===== config.mk =====
export PLATFORM = sky130hd
export DESIGN_NAME = otst_top
export DESIGN_NICKNAME = d
export VERILOG_FILES = /design/src/otst_pkg.sv /design/src/otst_pin_sync.sv /design/src/otst_period_timer.sv /design/src/otst_top.sv
export SDC_FILE = /design/constraint.sdc
export NUM_CORES = 1
export LEC_CHECK = 0
export ABC_AREA = 1
export ABC_CLOCK_PERIOD_IN_PS = 5200
export BUFFER_PORTS_ARGS = -buffer_cell sky130_fd_sc_hd__buf_2
export CORE_MARGIN = 8
export CORE_UTILIZATION = 55
export CTS_BUF_LIST = sky130_fd_sc_hd__clkbuf_16
export DETAILED_ROUTE_END_ITERATION = 6
export PLACE_DENSITY = 0.69
export RECOVER_POWER = 25
export SYNTH_ARGS = -nofsm -noshare
export SYNTH_HDL_FRONTEND = slang
export SYNTH_HIERARCHICAL = 1
export SYNTH_SLANG_ARGS = --single-unit

===== constraint.sdc =====
create_clock -name clk -period 5.2 [get_ports clk]
set_input_delay 1.04 -clock clk [delete_from_list [all_inputs] [get_ports clk]]
set_output_delay 1.04 -clock clk [all_outputs]
set_load 0.01 [all_outputs]

===== src/otst_pkg.sv =====
// shared constants, codes and helpers for the option task sync trigger block
package otst_pkg;

	// clock and period timing
	localparam int CLK_PERIOD_NS  = 10;      // 100 MHz module clock
	localparam int BASE_PERIOD_NS = 250000;  // shortest position-task period, 250 us
	localparam int BASE_CYCLES    = (BASE_PERIOD_NS + CLK_PERIOD_NS - 1) / CLK_PERIOD_NS;
	localparam int CNT_W          = 24;      // holds the 8 ms period count

	// register port shape
	localparam int ADDR_W = 4;
	localparam int DATA_W = 8;
	localparam int SEL_W  = 3;

	// register offsets
	localparam logic [ADDR_W-1:0] ADDR_PERIOD_SEL  = 4'h0;
	localparam logic [ADDR_W-1:0] ADDR_ROLE_SEL    = 4'h1;
	localparam logic [ADDR_W-1:0] ADDR_ROLE_STAT   = 4'h2;
	localparam logic [ADDR_W-1:0] ADDR_NET_MODE    = 4'h3;
	localparam logic [ADDR_W-1:0] ADDR_SCHED_FLAGS = 4'h4;

	// period select codes and reset value
	localparam logic [SEL_W-1:0] SEL_MIN   = 3'h1;
	localparam logic [SEL_W-1:0] SEL_MAX   = 3'h6;
	localparam logic [SEL_W-1:0] SEL_RESET = 3'h1;

	// role select codes
	localparam logic [DATA_W-1:0] ROLE_NONE     = 8'h00;
	localparam logic [DATA_W-1:0] ROLE_PRODUCER = 8'h01;
	localparam logic [DATA_W-1:0] ROLE_CONSUMER = 8'h02;

	// role status codes
	localparam logic [DATA_W-1:0] STAT_NONE     = 8'h00;
	localparam logic [DATA_W-1:0] STAT_SLOW     = 8'h02;
	localparam logic [DATA_W-1:0] STAT_PROD     = 8'h05;
	localparam logic [DATA_W-1:0] STAT_CONS     = 8'h06;
	localparam logic [DATA_W-1:0] STAT_PROD_NET = 8'h0d;

	// network sync mode codes
	localparam logic [DATA_W-1:0] NET_MODE_RESET = 8'h01;
	localparam logic [DATA_W-1:0] NET_MODE_SLAVE = 8'h1a;

	// slack allowed when comparing own period against the trigger interval
	localparam logic [CNT_W-1:0] LOCK_TOL = 24'h000004;

	// flag bit positions in the scheduler flag register
	localparam int FLAG_OVERRUN = 0;

	// task sequencer states
	typedef enum logic [3:0] {
		SEQ_IDLE    = 4'b0001,
		SEQ_FIRST   = 4'b0010,
		SEQ_PROFILE = 4'b0100,
		SEQ_SECOND  = 4'b1000
	} otst_seq_t;

	// period length in cycles: each select step doubles the base period
	function automatic logic [CNT_W-1:0] period_cycles(
		input logic [SEL_W-1:0] sel,
		input logic [CNT_W-1:0] base
	);
		logic [CNT_W-1:0] len;
		len = base;
		if (sel >= SEL_MIN && sel <= SEL_MAX)
		begin
			len = base << (sel - SEL_MIN);
		end
		return len;
	endfunction

endpackage


===== src/otst_pin_sync.sv =====
// three-stage pin synchroniser with agreement filter and rising-edge pulse
`timescale 1ns/100ps
`default_nettype none
module otst_pin_sync (
	input  wire logic clk,
	input  wire logic rstn,
	input  wire logic pin,
	output logic      level,
	output logic      rise
);
	logic s1_reg;      // first stage, read only by the second
	logic s2_reg;      // second stage
	logic s3_reg;      // third stage
	logic level_reg;   // filtered level
	logic level_next;

	// level moves only when stages two and three agree
	always_comb
	begin
		level_next = level_reg;
		if (s2_reg == s3_reg)
		begin
			level_next = s3_reg;
		end
	end

	// register the chain
	always_ff @(posedge clk or negedge rstn)
	begin
		if (!rstn)
		begin
			s1_reg    <= 1'b0;
			s2_reg    <= 1'b0;
			s3_reg    <= 1'b0;
			level_reg <= 1'b0;
		end
		else
		begin
			s1_reg    <= pin;
			s2_reg    <= s1_reg;
			s3_reg    <= s2_reg;
			level_reg <= level_next;
		end
	end

	assign level = level_reg;
	// one pulse per accepted low-to-high change
	assign rise  = level_next & ~level_reg;
endmodule
`default_nettype wire


===== src/otst_period_timer.sv =====
// position-task period timer with realignment input
`timescale 1ns/100ps
`default_nettype none
module otst_period_timer #(
	parameter int CNT_W = 24
) (
	input  wire logic             clk,
	input  wire logic             rstn,
	input  wire logic             run,
	input  wire logic [CNT_W-1:0] len,
	input  wire logic             realign,
	output logic                  period_start
);
	logic [CNT_W-1:0] count_reg;   // cycles since the last boundary
	logic [CNT_W-1:0] count_next;
	logic             wrap;        // last cycle of the period

	// a realign restarts the period at once, which is how phase is pulled in
	always_comb
	begin
		wrap         = (count_reg >= len - 1'b1);
		period_start = run & (realign | wrap);
		if (!run || period_start)
		begin
			count_next = '0;
		end
		else
		begin
			count_next = count_reg + 1'b1;
		end
	end

	// register the count
	always_ff @(posedge clk or negedge rstn)
	begin
		if (!rstn)
		begin
			count_reg <= '0;
		end
		else
		begin
			count_reg <= count_next;
		end
	end
endmodule
`default_nettype wire


===== src/otst_top.sv =====
// inter-module position task sync: producer, consumer, status and task sequencer
//
// Function
// - producer fires trigger every position period
// - period select 1..6 gives 250us..8ms
// - consumer realigns its scheduler on trigger
// - consumer locks only if period not longer
// - slower consumer does not lock, status 2
// - role 1 producer, role 2 consumer
// - status 5 producer, 6 consumer, 13 network
// - network slave forces producer role
// - tasks run first, profile, second in order
// - only sequence start is phase aligned
`timescale 1ns/100ps
`default_nettype none
module otst_top #(
	parameter int BASE_CYCLES = otst_pkg::BASE_CYCLES
) (
	input  wire logic                        clk,
	input  wire logic                        rstn,
	input  wire logic [otst_pkg::ADDR_W-1:0] reg_addr,
	input  wire logic [otst_pkg::DATA_W-1:0] reg_wdata,
	input  wire logic                        reg_wr,
	input  wire logic                        reg_rd,
	output logic      [otst_pkg::DATA_W-1:0] reg_rdata,
	input  wire logic                        sync_trigger_in,
	output logic                             sync_trigger_out,
	input  wire logic                        network_sync_interrupt,
	input  wire logic                        task_done,
	output logic                             first_position_task,
	output logic                             profile_calc_task,
	output logic                             second_position_task
);
	localparam int CW = otst_pkg::CNT_W;
	localparam logic [CW-1:0] BASE_LEN = CW'(BASE_CYCLES);

	// software registers
	logic [otst_pkg::SEL_W-1:0]  period_sel_reg;   // position_period_select
	logic [otst_pkg::SEL_W-1:0]  period_sel_next;
	logic [otst_pkg::DATA_W-1:0] role_sel_reg;     // sync_role_select
	logic [otst_pkg::DATA_W-1:0] role_sel_next;
	logic [otst_pkg::DATA_W-1:0] net_mode_reg;     // network_sync_mode
	logic [otst_pkg::DATA_W-1:0] net_mode_next;
	logic [otst_pkg::DATA_W-1:0] role_stat_reg;    // sync_role_status, read only
	logic [otst_pkg::DATA_W-1:0] role_stat_next;
	logic                        overrun_reg;      // period came while tasks busy
	logic                        overrun_next;
	logic [otst_pkg::DATA_W-1:0] rdata_reg;
	logic [otst_pkg::DATA_W-1:0] rdata_next;

	// trigger interval measurement for consumers
	logic [CW-1:0] gap_cnt_reg;       // cycles since the last trigger
	logic [CW-1:0] gap_cnt_next;
	logic [CW-1:0] gap_reg;           // last measured trigger interval
	logic [CW-1:0] gap_next;
	logic          seen_reg;          // at least one trigger seen
	logic          seen_next;
	logic          gap_valid_reg;     // interval measured at least once
	logic          gap_valid_next;
	logic          net_locked_reg;    // aligned to the network interrupt
	logic          net_locked_next;
	logic          trig_out_reg;
	logic          trig_out_next;

	// sequencer
	otst_pkg::otst_seq_t seq_reg;
	otst_pkg::otst_seq_t seq_next;

	// decoded conditions
	logic          net_slave;         // module is a network sync slave
	logic          is_producer;
	logic          is_consumer;
	logic [CW-1:0] own_len;           // own period in cycles
	logic          len_ok;            // own period not longer than trigger period
	logic          can_lock;
	logic          realign;
	logic          period_start;
	logic          trig_rise;
	logic          net_rise;

	// peer trigger and network interrupt arrive from outside this clock
	otst_pin_sync u_trig_sync (
		.clk   (clk),
		.rstn  (rstn),
		.pin   (sync_trigger_in),
		.level (),
		.rise  (trig_rise)
	);

	otst_pin_sync u_net_sync (
		.clk   (clk),
		.rstn  (rstn),
		.pin   (network_sync_interrupt),
		.level (),
		.rise  (net_rise)
	);

	// role decode and lock decision
	always_comb
	begin
		net_slave   = (net_mode_reg == otst_pkg::NET_MODE_SLAVE);
		is_producer = (role_sel_reg == otst_pkg::ROLE_PRODUCER);
		is_consumer = (role_sel_reg == otst_pkg::ROLE_CONSUMER) && !net_slave;
		own_len     = otst_pkg::period_cycles(period_sel_reg, BASE_LEN);
		len_ok      = gap_valid_reg && (own_len <= gap_reg + otst_pkg::LOCK_TOL);
		can_lock    = is_consumer && len_ok;
		// consumer realigns; network slave producer follows the interrupt
		realign     = (can_lock && trig_rise) || (is_producer && net_slave && net_rise);
	end

	// period timer runs in every mode so tasks always get scheduled
	otst_period_timer #(
		.CNT_W (CW)
	) u_timer (
		.clk          (clk),
		.rstn         (rstn),
		.run          (1'b1),
		.len          (own_len),
		.realign      (realign),
		.period_start (period_start)
	);

	// register writes, status and read data
	always_comb
	begin
		period_sel_next = period_sel_reg;
		role_sel_next   = role_sel_reg;
		net_mode_next   = net_mode_reg;
		overrun_next    = overrun_reg;
		rdata_next      = '0;
		if (reg_wr)
		begin
			unique case (reg_addr)
				otst_pkg::ADDR_PERIOD_SEL:
				begin
					// out-of-range selects are ignored, keeping a valid period
					if (reg_wdata >= 8'(otst_pkg::SEL_MIN) && reg_wdata <= 8'(otst_pkg::SEL_MAX))
					begin
						period_sel_next = reg_wdata[otst_pkg::SEL_W-1:0];
					end
				end
				otst_pkg::ADDR_ROLE_SEL:    role_sel_next = reg_wdata;
				otst_pkg::ADDR_NET_MODE:    net_mode_next = reg_wdata;
				otst_pkg::ADDR_SCHED_FLAGS:
				begin
					// write one to clear
					if (reg_wdata[otst_pkg::FLAG_OVERRUN])
					begin
						overrun_next = 1'b0;
					end
				end
				default:
				begin
					// status and unmapped writes are dropped
				end
			endcase
		end
		if (net_slave)
		begin
			role_sel_next = otst_pkg::ROLE_PRODUCER;
		end
		// new period while tasks still run; set wins over clear
		if (period_start && seq_reg != otst_pkg::SEQ_IDLE)
		begin
			overrun_next = 1'b1;
		end
		if (reg_rd)
		begin
			unique case (reg_addr)
				otst_pkg::ADDR_PERIOD_SEL:  rdata_next = 8'(period_sel_reg);
				otst_pkg::ADDR_ROLE_SEL:    rdata_next = role_sel_reg;
				otst_pkg::ADDR_ROLE_STAT:   rdata_next = role_stat_reg;
				otst_pkg::ADDR_NET_MODE:    rdata_next = net_mode_reg;
				otst_pkg::ADDR_SCHED_FLAGS: rdata_next = 8'(overrun_reg);
				default:                    rdata_next = '0;
			endcase
		end
		role_stat_next = otst_pkg::STAT_NONE;
		if (is_producer && net_slave)
		begin
			role_stat_next = net_locked_reg ? otst_pkg::STAT_PROD_NET : otst_pkg::STAT_NONE;
		end
		else if (is_producer)
		begin
			role_stat_next = otst_pkg::STAT_PROD;
		end
		else if (is_consumer && gap_valid_reg)
		begin
			// too slow to know the producer phase
			role_stat_next = len_ok ? otst_pkg::STAT_CONS : otst_pkg::STAT_SLOW;
		end
	end

	// trigger interval measurement and producer output
	always_comb
	begin
		gap_cnt_next    = gap_cnt_reg;
		gap_next        = gap_reg;
		seen_next       = seen_reg;
		gap_valid_next  = gap_valid_reg;
		net_locked_next = net_locked_reg & is_producer & net_slave;
		if (is_producer && net_slave && net_rise)
		begin
			net_locked_next = 1'b1;
		end
		if (!is_consumer)
		begin
			// stale intervals must not decide a later lock
			gap_cnt_next   = '0;
			seen_next      = 1'b0;
			gap_valid_next = 1'b0;
		end
		else if (trig_rise)
		begin
			gap_cnt_next = '0;
			seen_next    = 1'b1;
			if (seen_reg)
			begin
				gap_next       = gap_cnt_reg + 1'b1;
				gap_valid_next = 1'b1;
			end
		end
		else if (gap_cnt_reg != {CW{1'b1}})
		begin
			gap_cnt_next = gap_cnt_reg + 1'b1;
		end
		trig_out_next = is_producer && period_start;
	end

	// register state of the control path
	always_ff @(posedge clk or negedge rstn)
	begin
		if (!rstn)
		begin
			period_sel_reg <= otst_pkg::SEL_RESET;
			role_sel_reg   <= otst_pkg::ROLE_NONE;
			net_mode_reg   <= otst_pkg::NET_MODE_RESET;
			role_stat_reg  <= otst_pkg::STAT_NONE;
			overrun_reg    <= 1'b0;
			rdata_reg      <= '0;
			gap_cnt_reg    <= '0;
			gap_reg        <= '0;
			seen_reg       <= 1'b0;
			gap_valid_reg  <= 1'b0;
			net_locked_reg <= 1'b0;
			trig_out_reg   <= 1'b0;
		end
		else
		begin
			period_sel_reg <= period_sel_next;
			role_sel_reg   <= role_sel_next;
			net_mode_reg   <= net_mode_next;
			role_stat_reg  <= role_stat_next;
			overrun_reg    <= overrun_next;
			rdata_reg      <= rdata_next;
			gap_cnt_reg    <= gap_cnt_next;
			gap_reg        <= gap_next;
			seen_reg       <= seen_next;
			gap_valid_reg  <= gap_valid_next;
			net_locked_reg <= net_locked_next;
			trig_out_reg   <= trig_out_next;
		end
	end

	// task sequencer: only the start of the sequence is tied to the period
	always_comb
	begin
		seq_next = seq_reg;
		unique case (seq_reg)
			otst_pkg::SEQ_IDLE:
			begin
				if (period_start)
				begin
					seq_next = otst_pkg::SEQ_FIRST;
				end
			end
			// strict order, each step waits for its task to finish
			otst_pkg::SEQ_FIRST:   if (task_done) seq_next = otst_pkg::SEQ_PROFILE;
			otst_pkg::SEQ_PROFILE: if (task_done) seq_next = otst_pkg::SEQ_SECOND;
			otst_pkg::SEQ_SECOND:  if (task_done) seq_next = otst_pkg::SEQ_IDLE;
			default:               seq_next = otst_pkg::SEQ_IDLE;
		endcase
	end

	// register the sequencer
	always_ff @(posedge clk or negedge rstn)
	begin
		if (!rstn)
		begin
			seq_reg <= otst_pkg::SEQ_IDLE;
		end
		else
		begin
			seq_reg <= seq_next;
		end
	end

	// read data and trigger straight from flops; task outputs decoded from the sequencer state
	assign reg_rdata            = rdata_reg;
	assign sync_trigger_out     = trig_out_reg;
	assign first_position_task  = (seq_reg == otst_pkg::SEQ_FIRST);
	assign profile_calc_task    = (seq_reg == otst_pkg::SEQ_PROFILE);
	assign second_position_task = (seq_reg == otst_pkg::SEQ_SECOND);
endmodule
`default_nettype wire


-- After elaboration in Yosys (flattened, before gate mapping)
Index checks and enable logic that the tools add are counted.
Widths: inputs -> output; s select.
- magnitude comparators: 6
- add/subtract/negate cells: 5
- bitwise logic cells: 7
- equal/unequal tests: 22
- multiplexer cells: 32
- reductions and logical operators: 26
- shift-type cells: 1
- operator list (operator ; number):
    $mux 24 ; 5
    $add 24x1->24 const B ; 2
    $pmux 8 s5 ; 1
    $mux 8 ; 4
    $add 24x3->24 const B ; 1
    $ge 24x24->1 ; 1
    $le 24x24->1 ; 1
    $mux 4 ; 6
    $ne 24x24->1 const B ; 1
    $shl 15x3->24 const A ; 1
    $sub 24x1->24 const B ; 1
    $pmux 4 s4 ; 1
    $eq 4x2->1 const B ; 3
    $mux 1 ; 12
    $logic_and 1x1->1 ; 11
    $ne 2x2->1 const B ; 5
    $reduce_bool 2->1 ; 5
    $mux 3 ; 3
    $reduce_and 3->1 ; 3
    $eq 4x1->1 const B ; 2
    $eq 4x3->1 const B ; 2
    $eq 8x1->1 const B ; 1
    $eq 8x2->1 const B ; 1
    $eq 8x5->1 const B ; 1
    other kinds (18) ; 25
- input bits: 19
- flip-flop bits (word level): 124
- word-level logic and storage cells: 121
- output and inout bits: 12

-- Logic depth before layout (Yosys ltp)
Gate-level depths: netlist (run 1).
- depth in word-level cells: 12
- mapped depth: 33
- depth with buffers taken out: 32

-- Hierarchy
Netlist (run 1), hierarchy kept.
- by module, submodules not included (module ; instances ; sequential area each (um2) ; cells an instance ; area each (um2)):
    otst_top ; 1 ; 2205.9 ; 673 ; 5360.1
    otst_period_timer ; 1 ; 600.6 ; 366 ; 2473.6
    otst_pin_sync ; 2 ; 100.1 ; 10 ; 123.9

-- Least setup slack after synthesis (run 1)
Ideal clock, no wire load.
- path type: register to register
- start: register period_sel_reg[0] in the netlist's numbering
- end: register seq_reg[3]
- arrival time: 4.005 ns
- clock period less this slack: 4.087 ns
- cell stages (with the launch flop): 30
- path slack: 1.113 ns
- data required time: 5.117 ns
- buffers on the path: 1
- setup time: 0.083 ns
- cells stage by stage: dfstp_2 -> clkbuf_1 -> inv_1 -> ha_1 -> or2_2 -> nand2_1 -> nand2_1 -> nor2_1 -> a21oi_1 -> inv_1 -> nand2_1 -> nor2_2 -> nand2_2 -> nor2_4 -> nand2_4 -> inv_2 -> nand3b_1 -> nand2_1 -> inv_1 -> ha_1 -> nand2_1 -> nor2_1 -> nand3_1 -> nor2_1 -> nand2_1 -> a21boi_0 -> inv_1 -> nand2_1 -> nand2_1 -> o21ai_0
- longest elaborated chain between the ends: 11
- elaborated cells between the ends (all ways): 16
- classes of those cells: add/sub (2); order compare (4); eq/ne (1); shift (1); mux (1); bitwise (1); reduce/logical (6)
- RTL lines (what ; line ; RTL):
    start, declared ; otst_top.sv:38 ; logic [otst_pkg::SEL_W-1:0] period_sel_reg;
    start signal, assigned ; otst_top.sv:235 ; period_sel_reg <= otst_pkg::SEL_RESET;
    start signal, assigned ; otst_top.sv:250 ; period_sel_reg <= period_sel_next;
    $sub 3x1->3, or another cell as far along ; otst_pkg.sv:66 ; len = base << (sel - SEL_MIN);
    $shl 15x3->24 or $logic_and 1x1->1 (tied branches) ; otst_pkg.sv:66, otst_pkg.sv:64 ;
    $mux 24 (*) ; otst_pkg.sv:64 ; if (sel >= SEL_MIN && sel <= SEL_MAX)
    net own_len[6] ; otst_top.sv:73 ; logic [CW-1:0] own_len;
    parallel branches: the longest is 5 deep, another holds $sub 24x1->24 ; n/a ;
    $or 1x1->1 (*) ; otst_period_timer.sv:22 ; period_start = run & (realign | wrap);
    net period_start ; otst_top.sv:77 ; logic period_start;
    $ne 2x2->1 (no source line) (*) ; n/a ;
    $reduce_and 4->1 (no source line) (*) ; n/a ;
    end signal, assigned ; otst_top.sv:290 ; seq_reg <= otst_pkg::SEQ_IDLE;
    end signal, assigned ; otst_top.sv:294 ; seq_reg <= seq_next;
    end, declared ; otst_top.sv:66 ; otst_pkg::otst_seq_t seq_reg;
Mark *: on every way through the listed nets, which the timed path passes.
A chain may end at the register's enable or synchronous reset.

-- Final worst setup path (run 1)
Ends and elaborated chain as after synthesis.

==> results.cfg, run 1 <==
[floorplanning]
core_um2 = 14420
start_util_pct = 56.03
die_area_um2 = 18830
ioPinCount = 31
die_w_um = 137.2
placement_rows = 44
dieHeight_um = 137.2

[setup_path]
worst-path-buf-inv = 2
cp-start-kind = flip-flop
crit_path_end_kind = flip-flop
critPathRequiredTime_ns = 5.55
arrival_ns = 4.96
crit_path_cell_trace = inv_1, ha_1, or2_2, nand2_1, nand2_1, nor2_1, a21oi_1, nor2_1, nand4_1, nor2_1, nand2_1, xor2_1, ha_1, nand2_1, nor2_1, nand3_1, nor2_1, nand2_1, a21boi_0, inv_1, nand2_1, nand2_1, o21ai_0
critPathKind = flip-flop to flip-flop
worst_path_dominant_cell_family = simple AND/OR/NAND/NOR gates
cpPeakStageDelay_ns = 0.63
path_common_cell = nand2_1
critPathSlowestCell = dfstp_2
cp_max_fo = 10

[clock_network]
clk_pin_slew_ns = 0.06
clk_path_buf_depth = 2
post_cts_resized = 0
cts_sinks = 120
postCtsSetupRepairBufs = 0
cts_made_buffers = 17
cts_tree = built
cts_hold_buf = 0
insertion_delay_ns = 0.42
cts-root-buf = clkbuf_16
htreeDepth = 4

[synthesis]
yosysWarnings = 6
ys_ff_latch = 120
syn_area_um2 = 8082
synth-seq-area-share_pct = 37.20
synth-main-ff-cell = dfrtp_1
avgSynthCellArea_um2 = 7.631
syn_inst = 1059
yosysUniqueCellTypes = 47
synth-edff-count = 0
async_flop_share_pct = 100.0

[flow_run]
drv_cap = 1

[placed_design]
dp_hpwl_um = 14050
gp_congestion = 0.9546
io_buffers = 30
place_area_um2 = 8444

[sta]
worst_slew_pin_slew_ns = 3.146
setup-violations-final = 0
finClkSkew_ns = 0.007357
rsz0062_at_grt = no
finalHoldViolations = 0
finalCritPeriodShare_pct = 88.69
fmax_mhz = 216.8
relSlewSlack_pct = -109.7
setup_tns_ns = 0
slew_violations = 62
period_minus_slack_ns = 4.612

[drt]
drc = 0
wire_per_inst_um = 13.84
vias = 6718
ant_nets = 0
drt_iter0_drc = 382
firstDrtPassIters = 5
viasPerCell = 5.140
drt_wl_total_um = 18100

[global_route]
use_met3_pct = 4.960
grt_pass1_wl_um = 31190
gr-usage-met2_pct = 35.24
grt-ovfl-total = 0
busiest_layer = met2
met1_usage_pct = 25.64
grtUsageTotal_pct = 20.95
first_global_vias = 6621
grt_start_max_net_pins = 62
antenna_found_initial = 0

[status]
violations = capacitance limit, slew limit
status = finished with violations

[power]
peakVddDrop_v = 0.0002864
p_per_area_nw_per_um2 = 280.8
leakage_uw = 0.004375

[cells_and_area]
fin_area_um2 = 9072
syn_to_final_growth_pct = 12.26
fill_cells = 1302
antenna_cells_inserted = 0
layout.nets = 1186
drive_gt1_share_pct = 12.02

[hold_path]
hp-class = flip-flop to flip-flop
[through the flow]
stage          hold slack, ns  setup slack [ns]  utilization, %  cells  total power (uW)
2_1_floorplan          0.3312             1.113               -   1069              1219
3_3_place_gp           0.3389            0.7545           58.54   1275              1298
3_5_place_dp           0.3364            0.6375           58.54   1275              1303
4_1_cts                0.3609            0.5921           62.93   1307              2572
5_1_grt                0.3709           0.02886           62.90   1307              2663
6_report               0.3575            0.5880           62.90   1307              2547
[cell type report]
| class | count | area [um2] | area share (%) |
|---|---|---|---|
| multi-input combinational | 799 | 4508 | 49.69 |
| sequential | 120 | 3007 | 33.14 |
| inverter | 139 | 524.3 | 5.779 |
| clock buffer | 17 | 425.4 | 4.689 |
| tap | 184 | 230.2 | 2.538 |
| clock inverter | 15 | 206.4 | 2.276 |
| timing repair buffer | 33 | 171.4 | 1.889 |
[worst reg2reg max path, stage by stage, from the launching register on]
cell,delay (ns)
dfstp_2,0.63
inv_1,0.14
ha_1,0.23
or2_2,0.27
nand2_1,0.21
nand2_1,0.11
nor2_1,0.29
a21oi_1,0.13
nor2_1,0.21
nand4_1,0.19
nor2_1,0.24
nand2_1,0.10
xor2_1,0.16
ha_1,0.27
nand2_1,0.06
nor2_1,0.14
nand3_1,0.11
nor2_1,0.11
nand2_1,0.08
a21boi_0,0.35
inv_1,0.14
nand2_1,0.13
nand2_1,0.09
o21ai_0,0.15
[logic make-up after synthesis]
family / share of synthesized area [%]
AOI/OAI and AO/OA: 8.469
DFF: 37.20
and+or+nand+nor: 29.91
buffers and inverters: 7.478
adders and majority gates: 8.825
xor gates and xnor gates: 8.020
other: 0.09293
[synthesized netlist by cell type, types with 2 or more instances]
master	instances	area share, %
nor4_1	3	0.23
inv_2	12	0.56
nor3_1	17	1.1
nand3_1	47	2.9
buf_2	4	0.25
nand3_2	4	0.50
o21ai_0	21	1.3
dfrtp_1	117	36
nand2_1	261	12
nor2_2	8	0.62
nand2_4	4	0.56
ha_1	57	8.8
nand3b_1	5	0.46
or2_2	2	0.15
clkbuf_1	2	0.093
a21o_1	2	0.19
nand4_2	2	0.31
a21oi_1	28	1.7
nor2_4	5	0.70
o22ai_1	15	1.2
nor3_4	2	0.40
nor2_1	156	7.2
conb_1	2	0.093
inv_1	125	5.8
dfstp_2	3	0.98
o21bai_1	2	0.19
xnor2_1	28	3.0
xor2_1	46	5.0
buf_6	4	0.56
nand2_2	3	0.23
a21oi_2	18	2.0
nand4_1	16	1.2
a221oi_1	2	0.22
nor3_2	4	0.50
o21ai_1	20	1.2
[cell usage in the layout (no fill, tap or decap), drive strengths merged, types with 32 or more instances in the layout]
cell type  netlist  routed
ha              57      57
nand2          268     268
inv            138     147
nor2           170     170
a21oi           46      46
nand3           51      51
o21ai           41      41
buf              9      32
dfrtp          117     117
xor2            46      46
[final timing paths]
kind / start / endpoint / slack [ns] / cells after the start
worst max register to register: period_sel_reg[0] / seq_reg[3] / 0.59 / 23
max in group asynchronous: rstn / reg_rdata[2] / 1.77 / 1
worst min-delay path: u_trig_sync/s1_reg / u_trig_sync/s2_reg / 0.36 / 0
worst min register to register: u_trig_sync/s1_reg / u_trig_sync/s2_reg / 0.36 / 0
worst max-delay path: period_sel_reg[0] / seq_reg[3] / 0.59 / 23
min in group asynchronous: rstn / u_net_sync/s1_reg / 1.66 / 1
[routing by layer]
metal  wire length (um)  part of all wire [%]
met1               8290                    46
met2               8830                    49
met4                349                   1.9
met5                  0                     0
met3                624                   3.4
[power by group]
group,internal [uW],switching (uW),total (uW)
combinational,88.4,174,263
sequential,989,37.2,1030
clock,776,482,1260
No activity file was read; power rests on OpenSTA's default activity.
==> run 2, diff against run 1 <==
--- a/config.mk
+++ b/config.mk
@@ -6,13 +6,13 @@
 export NUM_CORES = 1
 export LEC_CHECK = 0
 export ABC_AREA = 1
-export ABC_CLOCK_PERIOD_IN_PS = 5200
-export BUFFER_PORTS_ARGS = -buffer_cell sky130_fd_sc_hd__buf_2
+export ABC_CLOCK_PERIOD_IN_PS = 5000
 export CORE_MARGIN = 8
 export CORE_UTILIZATION = 55
 export CTS_BUF_LIST = sky130_fd_sc_hd__clkbuf_16
 export DETAILED_ROUTE_END_ITERATION = 6
-export PLACE_DENSITY = 0.69
+export DONT_BUFFER_PORTS = 1
+export PLACE_DENSITY = 0.67
 export RECOVER_POWER = 25
 export SYNTH_ARGS = -nofsm -noshare
 export SYNTH_HDL_FRONTEND = slang
==> constraint.sdc (replaced) <==
create_clock -name clk -period 5 [get_ports clk]
set_input_delay 1 -clock clk [delete_from_list [all_inputs] [get_ports clk]]
set_output_delay 1 -clock clk [all_outputs]
set_load 0.01 [all_outputs]
==> results.cfg, run 2 (same netlist as run 1, synthesis figures left out) <==
[placed_design]
gp_congestion = 0.9051
io_buffers = 0
placed_cells = 1244
dp_hpwl_um = 13540

[cells_and_area]
fin_cells = 1276
layout.nets = 1155
layout_commonest_cell = nand2_1
final_cell_mix = nand2_1 (260), nor2_1 (155), inv_1 (125)
drive_gt1_share_pct = 9.799
syn_to_final_growth_pct = 9.847
antenna_cells_inserted = 0

[drt]
drt_wl_total_um = 17920
vias = 6584
firstDrtPassIters = 4
viasPerCell = 5.160
ant_nets = 0
drc = 0
drt_iter0_drc = 358
wire_per_inst_um = 14.05

[floorplanning]
die_area_um2 = 18830
die_w_um = 137.2
start_util_pct = 56.03
placement_rows = 44
ioPinCount = 31
core_um2 = 14420
dieHeight_um = 137.2

[clock_network]
cts_made_buffers = 17
clk_pin_slew_ns = 0.06
cts_tree = built
htreeDepth = 4
clk_path_buf_depth = 2
insertion_delay_ns = 0.43
cts-root-buf = clkbuf_16
cts_sinks = 120

[global_route]
first_global_vias = 6391
grt_start_max_net_pins = 121
grtUsageTotal_pct = 20.37
grt-ovfl-total = 0
grt_pass1_wl_um = 30360
antenna_found_initial = 0

[hold_path]
hp-class = input pin to asynchronous set/reset pin

[sta]
finalCritPeriodShare_pct = 91.53
relSlewSlack_pct = 46.87
slew_violations = 0
worst_slew_pin_slew_ns = 0.7897
fmax_mhz = 218.5
setup_tns_ns = 0
finalHoldViolations = 0
finClkSkew_ns = 0.01022
rsz0062_at_grt = no
period_minus_slack_ns = 4.577
setup-violations-final = 0

[setup_path]
crit_path_end_kind = flip-flop
ff2ff_setup_slack_ns = 0.42
cp-start-kind = flip-flop
critPathRequiredTime_ns = 5.35
r2r_cells = 24
regToRegStartpoint = period_sel_reg[0]
critPathKind = flip-flop to flip-flop
r2r_end = seq_reg[3]
cp_max_fo = 10
arrival_ns = 4.93

[power]
peakVddDrop_v = 0.0002259
p_per_area_nw_per_um2 = 284.8
leakage_uw = 0.004202

[status]
status = finished, final reports clean

[flow_run]
drv_cap = 0
## run 2: routing by layer
layer / GRT usage [%] / vias up / part of all wire [%] / wire length, um
met3: 3.975 / 31 / 3.4 / 601
met1: 25.36 / 3010 / 46 / 8307
met5: 0 / - / 0 / 0
met4: 8.509 / 0 / 2.5 / 455
met2: 33.91 / 119 / 48 / 8559
li1: - / 3424 / - / -
## run 2: through the flow
stage | util (%) | total power (uW) | hold slack (ns) | worst slack, ns | area [um2]
floorplan | - | 1268 | 0.3312 | 0.9127 | 8119
CTS | 61.48 | 2544 | 0.2462 | 0.4120 | 8867
global route | 61.55 | 2637 | 0.2387 | 0.0002252 | 8877
detailed placement | 57.43 | 1322 | 0.3459 | 0.4368 | 8284
finish | 61.55 | 2528 | 0.2629 | 0.4233 | 8877
global placement | 57.43 | 1318 | 0.3324 | 0.5326 | 8284
## run 2: worst max-delay path by stage
| stage | from | endpoint | slack, ns | cells after the start |
|---|---|---|---|---|
| finish | period_sel_reg[0] | seq_reg[3] | 0.42 | 24 |
| global route | period_sel_reg[0] | seq_reg[3] | 0.0002 | 24 |
| CTS | period_sel_reg[0] | seq_reg[3] | 0.41 | 28 |
| detailed placement | period_sel_reg[0] | seq_reg[3] | 0.44 | 28 |
| global placement | period_sel_reg[0] | seq_reg[3] | 0.53 | 24 |
| floorplan | period_sel_reg[0] | seq_reg[3] | 0.91 | 29 |
## run 2: what timing repair did
action                     4_1_cts  5_1_grt
buffers inserted                 0        0
resized for setup                0        3
setup endpoints to repair        0        3
hold buffers                     0        0
## run 2: critical path, stage by stage, from the launching register on
cell      delay, ns
dfstp_2        0.66
inv_1          0.16
ha_1           0.23
nor2_1         0.10
a21oi_1        0.07
a21oi_2        0.34
inv_2          0.14
nand2_1        0.16
o22ai_1        0.20
nor2_1         0.26
nand2_1        0.16
nor3_1         0.16
nand3_1        0.11
xor2_1         0.16
ha_1           0.31
nand2_1        0.06
nor2_1         0.12
nand3_1        0.11
nor2_1         0.12
nand2_1        0.08
a21boi_0       0.31
inv_1          0.14
nand2_1        0.11
nand2_1        0.09
o21ai_0        0.16
## run 2: layout make-up
type,count,area (um2)
sequential,120,3007
tap,184,230.2
timing repair buffer,2,15.01
multi-input combinational,799,4518
clock buffer,17,425.4
clock inverter,15,157.7
fill,1336,5547
inverter,139,524.3
## run 2: power breakdown
part	switching, uW	internal, uW
combinational	158	84.2
clock	515	705
sequential	37.2	1030
